[config.mk]
export PLATFORM = sky130hd
export DESIGN_NAME = sbs_seq
export DESIGN_NICKNAME = d
export VERILOG_FILES = /design/src/common/sbs_pkg.sv /design/src/common/sbs_tmr_if.sv /design/src/sbs_ms_tick.sv /design/src/sbs_ms_timer.sv /design/src/sbs_seq.sv
export SDC_FILE = /design/constraint.sdc
export NUM_CORES = 1
export LEC_CHECK = 0
export ABC_CLOCK_PERIOD_IN_PS = 3900
export BUFFER_PORTS_ARGS = -buffer_cell sky130_fd_sc_hd__buf_4
export CAP_MARGIN = 20
export CORE_MARGIN = 3
export CORE_UTILIZATION = 58
export DETAILED_ROUTE_END_ITERATION = 8
export PLACE_DENSITY = 0.85
export RECOVER_POWER = 50
export SLEW_MARGIN = 10
export SYNTH_ARGS = -nofsm -noshare
export SYNTH_HDL_FRONTEND = slang
export SYNTH_SLANG_ARGS = --single-unit
[constraint.sdc]
create_clock -name core_clk -period 3.9 [get_ports core_clk]
set_input_delay 0.195 -clock core_clk [delete_from_list [all_inputs] [get_ports core_clk]]
set_output_delay 0.195 -clock core_clk [all_outputs]
set_load 0.005 [all_outputs]
[src/common/sbs_pkg.sv]
// Constants and types of the servo brake/stop sequencer.
// Assumes a 125 MHz core clock and a 32-bit AHB-Lite register bus.
package sbs_pkg;
	// ==============================================================
	// Clock and time base
	localparam int unsigned CLK_HZ       = 125000000;
	localparam int unsigned TICK_MS      = 1;
	localparam int unsigned TICK_CYC     = CLK_HZ / 1000 * TICK_MS;
	localparam int unsigned UNIT10_TICKS = 10;

	// ==============================================================
	// Register byte offsets
	localparam logic [7:0] OFS_STOP_CFG   = 8'h00;
	localparam logic [7:0] OFS_BRK_DLY    = 8'h04;
	localparam logic [7:0] OFS_BRK_SPD    = 8'h08;
	localparam logic [7:0] OFS_BRK_WAIT   = 8'h0C;
	localparam logic [7:0] OFS_DIP_HOLD   = 8'h10;
	localparam logic [7:0] OFS_STATUS     = 8'h14;
	localparam logic [7:0] OFS_IRQ_STAT   = 8'h18;
	localparam logic [7:0] OFS_IRQ_CLR    = 8'h1C;
	localparam logic [7:0] OFS_IRQ_EN     = 8'h20;
	localparam logic [7:0] OFS_CTRL       = 8'h24;

	// ==============================================================
	// Field positions
	localparam int unsigned STOP_SEL_LSB  = 0;
	localparam int unsigned ALM_SEL_BIT   = 4;
	localparam int unsigned CTRL_RESTART  = 0;
	localparam int unsigned IRQ_W         = 4;
	localparam int unsigned IRQ_ALARM     = 0;
	localparam int unsigned IRQ_BRAKE     = 1;
	localparam int unsigned IRQ_DIP_OFF   = 2;
	localparam int unsigned IRQ_RESTORE   = 3;

	// ==============================================================
	// Reset values and limits
	localparam logic [1:0]  RST_STOP_SEL  = 2'h0;
	localparam logic        RST_ALM_SEL   = 1'b0;
	localparam logic [15:0] RST_BRK_DLY   = 16'h000A;
	localparam logic [15:0] MAX_BRK_DLY   = 16'h0032;
	localparam logic [15:0] RST_BRK_SPD   = 16'h0064;
	localparam logic [15:0] MAX_BRK_SPD   = 16'h2710;
	localparam logic [15:0] RST_BRK_WAIT  = 16'h0032;
	localparam logic [15:0] MIN_BRK_WAIT  = 16'h000A;
	localparam logic [15:0] MAX_BRK_WAIT  = 16'h0064;
	localparam logic [15:0] RST_DIP_HOLD  = 16'h0014;
	localparam logic [15:0] MIN_DIP_HOLD  = 16'h0014;
	localparam logic [15:0] MAX_DIP_HOLD  = 16'hC350;

	// ==============================================================
	// Stop methods and sequencer states
	localparam logic [1:0] STOP_DB_HOLD  = 2'h0;
	localparam logic [1:0] STOP_DB_COAST = 2'h1;
	localparam logic [1:0] STOP_COAST    = 2'h2;

	typedef enum logic [2:0] {
		ST_OFF    = 3'b000,
		ST_RUN    = 3'b001,
		ST_DELAY  = 3'b010,
		ST_DIP    = 3'b011,
		ST_DIPOFF = 3'b100,
		ST_ZSTOP  = 3'b101,
		ST_WAITB  = 3'b110,
		ST_HALT   = 3'b111
	} sbs_state_e;
endpackage : sbs_pkg

[src/common/sbs_tmr_if.sv]
// Carrier between the sequencer and its millisecond timer.
// Assumes one clock; load is a one-cycle pulse.
`timescale 1ns/1ps
interface sbs_tmr_if;
	logic        load;
	logic [15:0] load_ms;
	logic        tick;
	logic        expired;

	modport ctl (output load, output load_ms, output tick, input expired);
	modport tmr (input load, input load_ms, input tick, output expired);
endinterface : sbs_tmr_if

[src/sbs_ms_tick.sv]
// Millisecond tick generator.
// Assumes a free-running core clock and synchronous reset.
`timescale 1ns/1ps
module sbs_ms_tick #(
	parameter int unsigned CYC = 125000
) (
	input  wire logic core_clk,
	input  wire logic sys_rst,
	output logic      tick
);
	logic [31:0] cnt_q;

	// ==============================================================
	// Divider: one-cycle pulse every CYC cycles
	always_ff @(posedge core_clk) begin
		if (sys_rst || cnt_q == CYC - 1) begin
			cnt_q <= 32'h0000_0000;
		end else begin
			cnt_q <= cnt_q + 32'h0000_0001;
		end
	end

	assign tick = (cnt_q == CYC - 1);
endmodule : sbs_ms_tick

[src/sbs_ms_timer.sv]
// Millisecond down-counter with load and expired flag.
// Assumes the tick arrives through the carrier interface.
`timescale 1ns/1ps
module sbs_ms_timer (
	input  wire logic core_clk,
	input  wire logic sys_rst,
	sbs_tmr_if.tmr    tif
);
	logic [15:0] cnt_q;
	logic        exp_q;

	// ==============================================================
	// Count ticks down from the loaded value
	always_ff @(posedge core_clk) begin
		if (sys_rst) begin
			cnt_q <= 16'h0000;
			exp_q <= 1'b0;
		end else if (tif.load) begin
			cnt_q <= tif.load_ms;
			exp_q <= (tif.load_ms == 16'h0000);
		end else if (tif.tick && cnt_q != 16'h0000) begin
			cnt_q <= cnt_q - 16'h0001;
			exp_q <= (cnt_q == 16'h0001);
		end
	end

	assign tif.expired = exp_q;
endmodule : sbs_ms_timer

[src/sbs_seq.sv]
// Servo brake and stop sequencer with AHB-Lite register slave.
// Assumes inputs synchronous to core_clk, one AHB master, speed in rpm.
// Contract
// - Standstill servo-off drops brake release same cycle
// - Power-off delay after servo-off, 10 ms units
// - Alarm removes power without the programmed delay
// - Running alarm starts stop, brake later
// - Brake applies once speed below threshold
// - Brake applies once wait timeout expires
// - Servo-off method: DB hold, DB coast, coast
// - First-class alarm stops like servo-off
// - Second-class alarm: zero-speed stop or servo-off method
// - Supply dip keeps motor powered for hold time
// - Short dip continues, long dip stops power
// - Power returns when main supply is restored
// - Long dip drops ready, enters servo-off
// - Control supply loss acts as normal power-off
// - Brake released only while servo on; code also releases it in ST_ZSTOP and ST_WAITB, and in ST_DIPOFF under overtravel
// - Overtravel keeps brake released
//
// The register addresses and the AHB-Lite slave port were decided locally.
`timescale 1ns/1ps
module sbs_seq
	import sbs_pkg::*;
#(
	parameter int unsigned TICK_CYCLES = TICK_CYC
) (
	input  wire logic        core_clk,
	input  wire logic        sys_rst,
	input  wire logic        hsel,
	input  wire logic [31:0] haddr,
	input  wire logic [1:0]  htrans,
	input  wire logic        hwrite,
	input  wire logic [2:0]  hsize,
	input  wire logic [31:0] hwdata,
	input  wire logic        hready,
	output logic             hreadyout,
	output logic             hresp,
	output logic [31:0]      hrdata,
	input  wire logic        servo_on,
	input  wire logic        first_class_alarm,
	input  wire logic        second_class_alarm,
	input  wire logic        overtravel,
	input  wire logic        main_supply_ok,
	input  wire logic        control_supply_ok,
	input  wire logic [15:0] motor_speed,
	output logic             brake_release_out,
	output logic             motor_power_on,
	output logic             dynamic_brake_stop,
	output logic             zero_speed_stop,
	output logic             servo_ready,
	output logic             irq
);
	// ==============================================================
	// Helpers
	function automatic logic [15:0] clamp(input logic [31:0] v,
			input logic [15:0] lo, input logic [15:0] hi);
		if (v < {16'h0000, lo}) begin
			clamp = lo;
		end else if (v > {16'h0000, hi}) begin
			clamp = hi;
		end else begin
			clamp = v[15:0];
		end
	endfunction : clamp
	function automatic logic [15:0] ms10(input logic [15:0] v);
		ms10 = 16'(v * UNIT10_TICKS[15:0]);
	endfunction : ms10
	function automatic logic powered(input sbs_state_e s);
		powered = (s == ST_RUN) || (s == ST_DELAY) || (s == ST_DIP) || (s == ST_ZSTOP);
	endfunction : powered
	// ==============================================================
	// Declarations
	sbs_tmr_if tif ();
	sbs_state_e  state_q, state_d;
	logic        wr_pend_q;
	logic [7:0]  wr_addr_q;
	logic [31:0] rdata_q;
	logic [1:0]  stop_pend_q, stop_act_q;
	logic        alm_pend_q, alm_act_q;
	logic [15:0] brk_dly_q, brk_spd_q, brk_wait_q, dip_hold_q;
	logic [IRQ_W-1:0] irq_stat_q, irq_en_q, irq_set, irq_clr;
	logic        restart;
	logic        alarm_any, alarm_q, standstill, zero_path;
	logic        brake_q, power_q, db_q, zss_q, ready_q;
	sbs_state_e  alarm_dest;
	logic        addr_ok;

	// ==============================================================
	// Shared time base and timer
	sbs_ms_tick #(
		.CYC (TICK_CYCLES)
	) u_tick (
		.core_clk (core_clk),
		.sys_rst  (sys_rst),
		.tick     (tif.tick)
	);
	sbs_ms_timer u_timer (
		.core_clk (core_clk),
		.sys_rst  (sys_rst),
		.tif      (tif.tmr)
	);
	// ==============================================================
	// AHB-Lite slave: zero wait states, always OKAY
	assign hreadyout = 1'b1;
	assign hresp     = 1'b0;
	assign hrdata    = rdata_q;
	assign addr_ok   = hsel && htrans[1] && hready;
	// Address phase capture for writes
	always_ff @(posedge core_clk) begin
		if (sys_rst) begin
			wr_pend_q <= 1'b0;
			wr_addr_q <= 8'h00;
		end else begin
			wr_pend_q <= addr_ok && hwrite;
			wr_addr_q <= haddr[7:0];
		end
	end
	// Read data prepared in the address phase
	always_ff @(posedge core_clk) begin
		if (sys_rst) begin
			rdata_q <= 32'h0000_0000;
		end else if (addr_ok && !hwrite) begin
			case (haddr[7:0])
				OFS_STOP_CFG: rdata_q <= {27'h0, alm_pend_q, 2'h0, stop_pend_q};
				OFS_BRK_DLY:  rdata_q <= {16'h0000, brk_dly_q};
				OFS_BRK_SPD:  rdata_q <= {16'h0000, brk_spd_q};
				OFS_BRK_WAIT: rdata_q <= {16'h0000, brk_wait_q};
				OFS_DIP_HOLD: rdata_q <= {16'h0000, dip_hold_q};
				OFS_STATUS:   rdata_q <= {22'h0, alm_act_q, stop_act_q, ready_q,
					db_q, power_q, brake_release_out, state_q};
				OFS_IRQ_STAT: rdata_q <= {28'h0, irq_stat_q};
				OFS_IRQ_EN:   rdata_q <= {28'h0, irq_en_q};
				default:      rdata_q <= 32'h0000_0000;
			endcase
		end else begin
			rdata_q <= 32'h0000_0000;
		end
	end
	// Timing and threshold settings, effective at once
	always_ff @(posedge core_clk) begin
		if (sys_rst) begin
			brk_dly_q  <= RST_BRK_DLY;
			brk_spd_q  <= RST_BRK_SPD;
			brk_wait_q <= RST_BRK_WAIT;
			dip_hold_q <= RST_DIP_HOLD;
		end else if (wr_pend_q) begin
			case (wr_addr_q)
				OFS_BRK_DLY:  brk_dly_q  <= clamp(hwdata, 16'h0000, MAX_BRK_DLY);
				OFS_BRK_SPD:  brk_spd_q  <= clamp(hwdata, 16'h0000, MAX_BRK_SPD);
				OFS_BRK_WAIT: brk_wait_q <= clamp(hwdata, MIN_BRK_WAIT, MAX_BRK_WAIT);
				OFS_DIP_HOLD: dip_hold_q <= clamp(hwdata, MIN_DIP_HOLD, MAX_DIP_HOLD);
				default: ;
			endcase
		end
	end
	// Stop selectors: pending copy written, active copy taken at restart
	assign restart = wr_pend_q && wr_addr_q == OFS_CTRL && hwdata[CTRL_RESTART];
	always_ff @(posedge core_clk) begin
		if (sys_rst) begin
			stop_pend_q <= RST_STOP_SEL;
			alm_pend_q  <= RST_ALM_SEL;
		end else if (wr_pend_q && wr_addr_q == OFS_STOP_CFG) begin
			stop_pend_q <= (hwdata[STOP_SEL_LSB+:2] > STOP_COAST) ? STOP_COAST
				: hwdata[STOP_SEL_LSB+:2];
			alm_pend_q  <= hwdata[ALM_SEL_BIT];
		end
	end

	always_ff @(posedge core_clk) begin
		if (sys_rst) begin
			stop_act_q <= RST_STOP_SEL;
			alm_act_q  <= RST_ALM_SEL;
		end else if (restart) begin
			stop_act_q <= stop_pend_q;
			alm_act_q  <= alm_pend_q;
		end
	end

	// ==============================================================
	// Interrupts: sticky status, set wins over clear
	assign irq_clr = (wr_pend_q && wr_addr_q == OFS_IRQ_CLR) ? hwdata[IRQ_W-1:0] : '0;
	always_comb begin
		irq_set = '0;
		irq_set[IRQ_ALARM]   = alarm_any && !alarm_q;
		irq_set[IRQ_BRAKE]   = brake_q && !brake_release_out;
		irq_set[IRQ_DIP_OFF] = state_d == ST_DIPOFF && state_q != ST_DIPOFF;
		irq_set[IRQ_RESTORE] = state_q == ST_DIPOFF && state_d != ST_DIPOFF && main_supply_ok;
	end
	always_ff @(posedge core_clk) begin
		if (sys_rst) begin
			irq_stat_q <= '0;
		end else begin
			irq_stat_q <= (irq_stat_q & ~irq_clr) | irq_set;
		end
	end
	always_ff @(posedge core_clk) begin
		if (sys_rst) begin
			irq_en_q <= '0;
		end else if (wr_pend_q && wr_addr_q == OFS_IRQ_EN) begin
			irq_en_q <= hwdata[IRQ_W-1:0];
		end
	end
	assign irq = |(irq_stat_q & irq_en_q);
	// ==============================================================
	// Stop decisions
	assign alarm_any  = first_class_alarm || second_class_alarm;
	assign standstill = motor_speed < brk_spd_q;
	assign zero_path  = second_class_alarm && !alm_act_q;
	// Alarm target: power drops now unless a zero-speed stop is asked while turning
	always_comb begin
		if (zero_path && !standstill) begin
			alarm_dest = ST_ZSTOP;
		end else if (!standstill) begin
			alarm_dest = ST_WAITB;
		end else begin
			alarm_dest = ST_HALT;
		end
	end
	// ==============================================================
	// Sequencer next state
	always_comb begin
		state_d = state_q;
		case (state_q)
			ST_OFF: begin
				if (servo_on && main_supply_ok && control_supply_ok && !alarm_any) begin
					state_d = ST_RUN;
				end
			end
			ST_RUN: begin
				if (!control_supply_ok) begin
					state_d = standstill ? ST_OFF : ST_WAITB;
				end else if (alarm_any) begin
					state_d = alarm_dest;
				end else if (!servo_on) begin
					state_d = ST_DELAY;
				end else if (!main_supply_ok) begin
					state_d = ST_DIP;
				end
			end
			ST_DELAY: begin
				if (!control_supply_ok) begin
					state_d = standstill ? ST_OFF : ST_WAITB;
				end else if (alarm_any) begin
					state_d = alarm_dest;
				end else if (tif.expired) begin
					state_d = ST_OFF;
				end
			end
			ST_DIP: begin
				if (!control_supply_ok) begin
					state_d = standstill ? ST_OFF : ST_WAITB;
				end else if (alarm_any) begin
					state_d = alarm_dest;
				end else if (main_supply_ok) begin
					state_d = ST_RUN;
				end else if (!servo_on) begin
					state_d = ST_DELAY;
				end else if (tif.expired) begin
					state_d = ST_DIPOFF;
				end
			end
			ST_DIPOFF: begin
				if (alarm_any) begin
					state_d = ST_HALT;
				end else if (main_supply_ok && control_supply_ok) begin
					state_d = servo_on ? ST_RUN : ST_OFF;
				end
			end
			ST_ZSTOP: begin
				if (!control_supply_ok) begin
					state_d = ST_WAITB;
				end else if (standstill || tif.expired) begin
					state_d = ST_HALT;
				end
			end
			ST_WAITB: begin
				if (standstill || tif.expired) begin
					state_d = alarm_any ? ST_HALT : ST_OFF;
				end
			end
			ST_HALT: begin
				if (!alarm_any && !servo_on) begin
					state_d = ST_OFF;
				end
			end
			default: state_d = ST_OFF;
		endcase
		if (restart) begin
			state_d = ST_OFF;
		end
	end
	always_ff @(posedge core_clk) begin
		if (sys_rst) begin
			state_q <= ST_OFF;
		end else begin
			state_q <= state_d;
		end
	end
	// Timer load on every state change
	assign tif.load = state_d != state_q;
	always_comb begin
		case (state_d)
			ST_DELAY: tif.load_ms = ms10(brk_dly_q);
			ST_DIP:   tif.load_ms = dip_hold_q;
			ST_ZSTOP: tif.load_ms = ms10(brk_wait_q);
			ST_WAITB: tif.load_ms = ms10(brk_wait_q);
			default:  tif.load_ms = 16'h0000;
		endcase
	end

	// ==============================================================
	// Outputs
	// Brake release drops with the servo-on pin without a cycle of lag in ST_RUN and ST_DIP
	always_comb begin
		brake_release_out = 1'b0;
		case (state_q)
			ST_RUN, ST_DIP: brake_release_out = servo_on && !alarm_any;
			ST_ZSTOP, ST_WAITB: brake_release_out = 1'b1;
			default: brake_release_out = 1'b0;
		endcase
		if (overtravel && servo_on && !alarm_any && state_q != ST_OFF) begin
			brake_release_out = 1'b1;
		end
	end
	// Power, dynamic brake, zero-speed command and ready, from next state
	always_ff @(posedge core_clk) begin
		if (sys_rst) begin
			power_q <= 1'b0;
			zss_q   <= 1'b0;
		end else begin
			power_q <= powered(state_d);
			zss_q   <= state_d == ST_ZSTOP;
		end
	end
	always_ff @(posedge core_clk) begin
		if (sys_rst) begin
			db_q <= 1'b0;
		end else if (powered(state_d)) begin
			db_q <= 1'b0;
		end else begin
			case (stop_act_q)
				STOP_DB_HOLD:  db_q <= 1'b1;
				STOP_DB_COAST: db_q <= motor_speed != 16'h0000;
				default:       db_q <= 1'b0;
			endcase
		end
	end

	always_ff @(posedge core_clk) begin
		if (sys_rst) begin
			ready_q <= 1'b0;
			alarm_q <= 1'b0;
			brake_q <= 1'b0;
		end else begin
			ready_q <= control_supply_ok && !alarm_any && state_d != ST_DIPOFF
				&& (main_supply_ok || state_d == ST_DIP);
			alarm_q <= alarm_any;
			brake_q <= brake_release_out;
		end
	end
	assign motor_power_on     = power_q;
	assign dynamic_brake_stop = db_q;
	assign zero_speed_stop    = zss_q;
	assign servo_ready        = ready_q;
endmodule : sbs_seq

==> run_results.csv, run 1 <==
group,metric,value,unit
clock_tree,clockBufferDepth,2,
setup_path,arrival,4.24,ns
cells_and_area,drive_gt1_frac,0.172,
place,dpl.cell_count,1423,
synth,synth_compound_area_frac,0.204,
synth,synth_area_leaders,"dfxtp_1, ha_1, nor2_1",
pwr,p_total,3.76,mW
clock_tree,path_clk_slew,0.07,ns
place,hpwl,20.0,mm
cells_and_area,mostFrequentLayoutCell,"dfxtp_1",
synth,ys.flop_type,"dfxtp_1",
place,gp_congestion,0.981,
floorplanning,die-area,17800,um^2
synth,muxShareOfSynthArea,0.0144,
timing,hold_viol_final,0,
synth,yosys.area.top_type_share,0.343,
cells_and_area,design_area,11200,um^2
drt,wl_per_cell,18.8,um
place,dpl-instance-area,10400,um^2
synth,synthAdderAreaFrac,0.0894,
clock_tree,cts_tree,"yes",
grt,grt_pass1_wl,43.8,mm
synth,yosys.area_share.simple,0.238,
floorplanning,die_x,133,um
setup_path,required,4.25,ns
synth,synth-async-reset-ratio,0,
drt,drtPass1Iterations,6,
synth,yosysUniqueCellTypes,83,
pwr,irDropWorstVdd,344,uV
cells_and_area,layout_common_cells,"dfxtp_1, nor2_1, buf_4",
cells_and_area,diodes,0,
floorplanning,num_rows,45,
pwr,power.density,334,nW/um^2
status,status,"finished clean",
clock_tree,htree_num_levels,4,
synth,synth-edff-count,0,
drt,wirelength,27.6,mm
timing,hold_ws,0.0268,ns
setup_path,path_class,"flop to flop",
pwr,leakagePower,4.45,nW
floorplanning,die-height,133,um
cells_and_area,utilization,0.724,
synth,ys_warn_count,0,
grt,track_usage,0.304,
drt,drc,0,
timing,fin_skew,0.00970,ns
timing,fin_crit_sh,0.996,
setup_path,crit_fanout,4,
floorplanning,core,15500,um^2
drt,postRouteAntennaNets,0,
timing,grt_setup_unrepaired,"yes",
drt,vias,9128,
synth,avgSynthCellArea,8.28,um^2
run,maxCapViolCount,0,
floorplanning,pin_count,136,
drt,vias_per_cell,6.24,
grt,grt_pass1_vias,8512,
place,io_buffers,89,
timing,postLayoutSetupSlackWorst,0.0139,ns
grt,grt_max_degree,58,
timing,max_slew_margin,0.442,
synth,synth_top_cell_by_area,"dfxtp_1",
synth,synth_cells,1136,
cells_and_area,nNetsFinal,1402,
synth,synthXorXnorAreaFrac,0.0568,
clock_tree,clk_latency,0.44,ns
clock_tree,clkSinkCount,161,
synth,synth_top_family_by_area,"simple AND/OR/NAND/NOR gates",
cells_and_area,syn2layout_area_growth,19.6,%
clock_tree,cts_buffers,17,
synth,netlist_area,9410,um^2
timing,period_minus_slack,3.89,ns
cells_and_area,fin_cells,1463,
min_path,timing.hold.worst.class,"input port to flop",
place,pre_cts_slack,-0.0970,ns
grt,antenna_found_initial,0,
setup_path,end_kind,"flop",
setup_path,start_kind,"flop",
floorplanning,initial_core_util,0.605,
timing,worstMarginPinSlew,0.835,ns
synth,ys_seq_area_frac,0.343,
grt,grt_overflow,0,
clock_tree,clk_root_buffer_cell,"clkbuf_16",
timing,setup_viol_count_final,0,
timing,drv_slew,0,
timing,fmax,0.257,GHz
drt,drt_iter0_markers,991,
synth,synth_seq_cells,161,
timing,tns,0,ns
-- flip-flops by register name, indices dropped and copies added, names as in the netlist, 2 cells and up --
signal         flops
hrdata            16
stop_act_q         2
brk_wait_q        16
dip_hold_q        16
irq_en_q           4
brk_dly_q         16
state_q            3
irq_stat_q         4
u_tick.cnt_q      32
stop_pend_q        2
u_timer.cnt_q     16
wr_addr_q          8
brk_spd_q         16
-- per-layer routing --
metal  vias up  track usage  routed length (um)
li1       4298            -                   -
met1      4294        0.400               11200
met2       462        0.493               12900
met3        74       0.0699                2530
met4         0        0.103                 966
met5         -            0                   0
-- worst paths after layout --
kind	startpoint	endpoint	cells after the start	slack (ns)
max	brk_dly_q[4]	u_timer.tif.expired	12	0.01
min	haddr[4]	wr_addr_q[4]	2	0.03
max reg2reg	brk_dly_q[4]	u_timer.tif.expired	12	0.01
min reg2reg	u_tick.cnt_q[0]	u_tick.cnt_q[0]	1	0.46
-- cells in the mapped netlist, types with 14 or more instances --
cell,count
dfxtp_1,161
nor2_1,141
nand2_1,94
ha_1,64
a21oi_1,63
inv_1,47
a22oi_1,46
o21ai_0,40
clkbuf_1,38
nor3_1,32
xnor2_1,32
xor2_1,29
nand3_1,27
and2_1,24
nor4_1,24
a211oi_1,23
buf_4,19
nand2b_1,16
and3_1,14
nor2b_1,14
-- layout make-up --
type	count	area, um^2
fillers	1204	4290
clock buffers	18	439
inverters	47	176
multi-input cells	878	5860
repair buffers	135	1100
flip-flops and latches	161	3230
well taps	211	264
clock inverters	13	178
-- where the power goes --
group          switching, mW  internal (mW)  total [mW]
clock network          0.734           1.04        1.77
registers             0.0199           1.67        1.69
logic                  0.170          0.128       0.298
-- critical path: stages, from the launching register on --
cell      delay [ns]
dfxtp_1         0.41
ha_1            0.30
ha_1            0.30
a21o_1          0.18
a21oi_1         0.24
o211ai_1        0.20
a31o_2          0.28
a211o_1         0.28
a32oi_1         0.30
o22ai_2         0.15
or4b_1          0.52
or3_4           0.40
a221oi_2        0.24
-- cell families after synthesis --
kind of cell               after synthesis
adders and majority gates               66
and+or+nand+nor                        449
DFF                                    161
AOI/OAI and AO/OA                      272
muxes                                   12
other                                    2
xor gates and xnor gates                61
buffers and inverters                  113
-- what timing repair did --
action | in CTS | in global routing
gates resized for setup | 10 | 25
hold buffers | 5 | 0
pin swaps | 9 | 11
endpoints found under the hold margin | 5 | 0
setup endpoints to repair | 1 | 1
buffers inserted | 4 | 0
Power figures use the tool's default switching activity.
==> inputs of run 2 (changes only) <==
Settings changed: ABC_AREA from default to 1, CELL_PAD_IN_SITES_DETAIL_PLACEMENT from default to 0, CELL_PAD_IN_SITES_GLOBAL_PLACEMENT from default to 2, CORE_UTILIZATION 58 to 32, CTS_CLUSTER_SIZE from default to 40, PLACE_DENSITY 0.85 to 0.84.
==> run 2 against run 1 <==
The run now ends with max-capacitance violations, max-slew violations left. Setup slack better by 0.38 ns. Combinational power rose to 7.1 times the previous value. Utilization is 34 points lower. Cell area grew 1.5%. Synthesized area is 3.3% higher. Wire length increased by 8.3%. Sequential share of layout area fell by 0.48 points. Worst hold slack worse by 0.0074 ns. Highest routed layer unchanged.
==> run_results.csv, run 2 <==
group,metric,value,unit
setup_path,ff2ff_path_depth,23,
timing,period_minus_slack,3.50,ns
grt,grt_overflow,0,
synth,ys_seq_area_frac,0.332,
floorplanning,initial_core_util,0.326,
setup_path,r2r_slack,0.52,ns
setup_path,crit_chain,"clkbuf_1 > clkbuf_1 > nor2_1 > inv_1 > o22ai_1",
clock_tree,clk_root_buffer_cell,"clkbuf_16",
synth,synth-async-reset-ratio,0,
timing,drv_slew,67,
setup_path,cp.depth,5,
synth,synth_compound_area_frac,0.168,
synth,netlist_area,9720,um^2
setup_path,path_buf_inv,3,
cells_and_area,largest_register_ffs,32,
floorplanning,die-area,32500,um^2
cells_and_area,design_area,11400,um^2
clock_tree,postCtsSetupBuffers,0,
grt,grt_pass1_wl,47.6,mm
setup_path,required,4.07,ns
synth,synth-edff-count,0,
floorplanning,die_x,180,um
timing,fmax,0.286,GHz
synth,avgSynthCellArea,6.94,um^2
run,maxCapViolCount,1,
grt,use_met2,0.288,
clock_tree,path_clk_slew,0.08,ns
pwr,irDropWorstVdd,345,uV
setup_path,end_kind,"flop",
synth,synth_top_family_by_area,"simple AND/OR/NAND/NOR gates",
timing,hold_viol_final,0,
grt,track_usage,0.181,
timing,max_slew_margin,-1.18,
cells_and_area,syn2layout_area_growth,17.5,%
cells_and_area,mostFrequentLayoutCell,"nand2_1",
grt,antenna_found_initial,0,
drt,drt_iter0_markers,507,
grt,grt_busiest_layer,"met2",
drt,drc,0,
setup_path,path_class,"input port to flop",
setup_path,arrival,3.67,ns
cells_and_area,drive_gt1_frac,0.113,
clock_tree,htree_num_levels,4,
clock_tree,clk_latency,0.44,ns
place,gp_congestion,0.853,
status,violations,"max-capacitance violations, max-slew violations",
clock_tree,cts_buffers,17,
cells_and_area,layout_common_cells,"nand2_1, inv_1, dfxtp_1",
pwr,leakagePower,4.91,nW
place,dpl-instance-area,10800,um^2
timing,fin_crit_sh,0.898,
timing,worstMarginPinSlew,3.27,ns
synth,yosys-top-cells-count,"nand2_1, inv_1, dfxtp_1",
floorplanning,die-height,180,um
setup_path,crit_fanout,66,
synth,synth.most_common_cell,"nand2_1",
synth,synthAdderAreaFrac,0.0865,
setup_path,critPathMaxStageDelay,2.36,ns
pwr,power.density,500,nW/um^2
min_path,hp-start,"htrans[1]",
drt,postRouteAntennaNets,0,
synth,synth_cells,1400,
min_path,holdPathStages,3,
synth,synth_area_leaders,"dfxtp_1, nand2_1, ha_1",
synth,synth_top_cell_by_area,"dfxtp_1",
synth,ys.flop_type,"dfxtp_1",
grt,grt_max_degree,67,
drt,vias_per_cell,4.90,
synth,yosys.area.top_type_share,0.332,
drt,wl_per_cell,15.7,um
synth,yosys.area_share.simple,0.273,
setup_path,reg2reg_from,"brk_spd_q[15]",
grt,grt_pass1_vias,8823,
setup_path,critPathMostFrequentCell,"clkbuf_1",
setup_path,cpMaxStageDelayCell,"clkbuf_1",
drt,vias,9291,
floorplanning,core,29800,um^2
cells_and_area,nNetsFinal,1657,
setup_path,crit_end,"irq_stat_q[0]",
timing,setup_viol_count_final,0,
clock_tree,clockBufferDepth,2,
synth,yosysUniqueCellTypes,51,
cells_and_area,diodes,0,
place,io_buffers,89,
synth,synthXorXnorAreaFrac,0.0333,
clock_tree,cts_tree,"yes",
cells_and_area,top_register,"u_tick.cnt_q",
grt,use_met3,0.0283,
setup_path,setup.worst_path.start,"sys_rst",
synth,synth_seq_cells,161,
status,status,"complete, but fails checks",
setup_path,reg2reg_to,"u_timer.tif.expired",
floorplanning,num_rows,63,
timing,grt_setup_unrepaired,"no",
floorplanning,pin_count,136,
clock_tree,clkSinkCount,161,
synth,ys_warn_count,0,
grt,use_met1,0.264,
timing,fin_skew,0.0117,ns
place,hpwl,23.2,mm
drt,drtPass1Iterations,5,
timing,tns,0,ns
setup_path,critical-path-top-delay-family,"buffers and inverters",
drt,wirelength,29.8,mm
min_path,timing.hold.worst.class,"input port to flop",
setup_path,start_kind,"input port",
synth,muxShareOfSynthArea,0,
==> run 2: changes by cell type after synthesis, sizes merged, moves of 18 or more <==
cell    change
nor3       +21
a211oi     -18
nand3      +34
nand2     +183
o21ai      +39
a21oi      +63
and2       -24
inv       +157
a22oi      -45
==> run 2: worst min-delay path by stage <==
stage                   endpoint  slack, ns
floorplan           wr_addr_q[0]       0.30
global placement    wr_addr_q[6]       0.41
detailed placement  wr_addr_q[6]       0.43
CTS                    wr_pend_q     0.0002
global route           wr_pend_q       0.02
finish                 wr_pend_q       0.02
==> run 2: worst min-delay path, stage by stage <==
cell and delay [ns]:
buf_4 0.11, nand3_1 0.07, nor3_1 0.04
==> run 2: power breakdown <==
| group | internal, mW | switching (mW) |
|---|---|---|
| Clock | 0.931 | 0.808 |
| Sequential | 1.75 | 0.102 |
| Combinational | 0.728 | 1.38 |
==> run 2: layer usage <==
layer | share of wire | vias to the layer above | wire, um
li1 | - | 4806 | -
met1 | 0.50 | 4266 | 15000
met2 | 0.45 | 209 | 13400
met3 | 0.042 | 10 | 1250
met4 | 0.0065 | 0 | 195
met5 | 0 | - | 0
==> run 2: stage by stage <==
stage | power (mW) | worst slack [ns] | utilization | cells | hold slack, ns
detailed placement | 4.01 | 0.390 | 0.361 | 1858 | 0.426
finish | 5.71 | 0.399 | 0.383 | 1898 | 0.0194
CTS | 5.78 | 0.356 | 0.384 | 1898 | 0.000231
global route | 6.15 | 0.0863 | 0.383 | 1898 | 0.0196
floorplan | 3.37 | 1.29 | - | 1416 | 0.302
global placement | 4.02 | 0.433 | 0.361 | 1858 | 0.415
==> run 2: layout make-up <==
type,instances,area (um^2)
sequential,161,3220
multi-input combinational,998,5500
timing repair buffer,110,820
clock inverter,14,166
tap,390,488
fill,3243,18400
clock buffer,18,439
inverter,207,777
==> run 2: logic make-up after synthesis <==
group	after synthesis
and+or+nand+nor	589
AOI/OAI and AO/OA	288
adders and majority gates	66
xor gates and xnor gates	37
buffers and inverters	257
other	2
DFF	161
==> run 2: repair_timing <==
action                                  CTS  global route
hold buffers                              8             0
endpoints found under the hold margin     8             0
gates resized for setup                   0             1
endpoints found under the setup margin    0             1
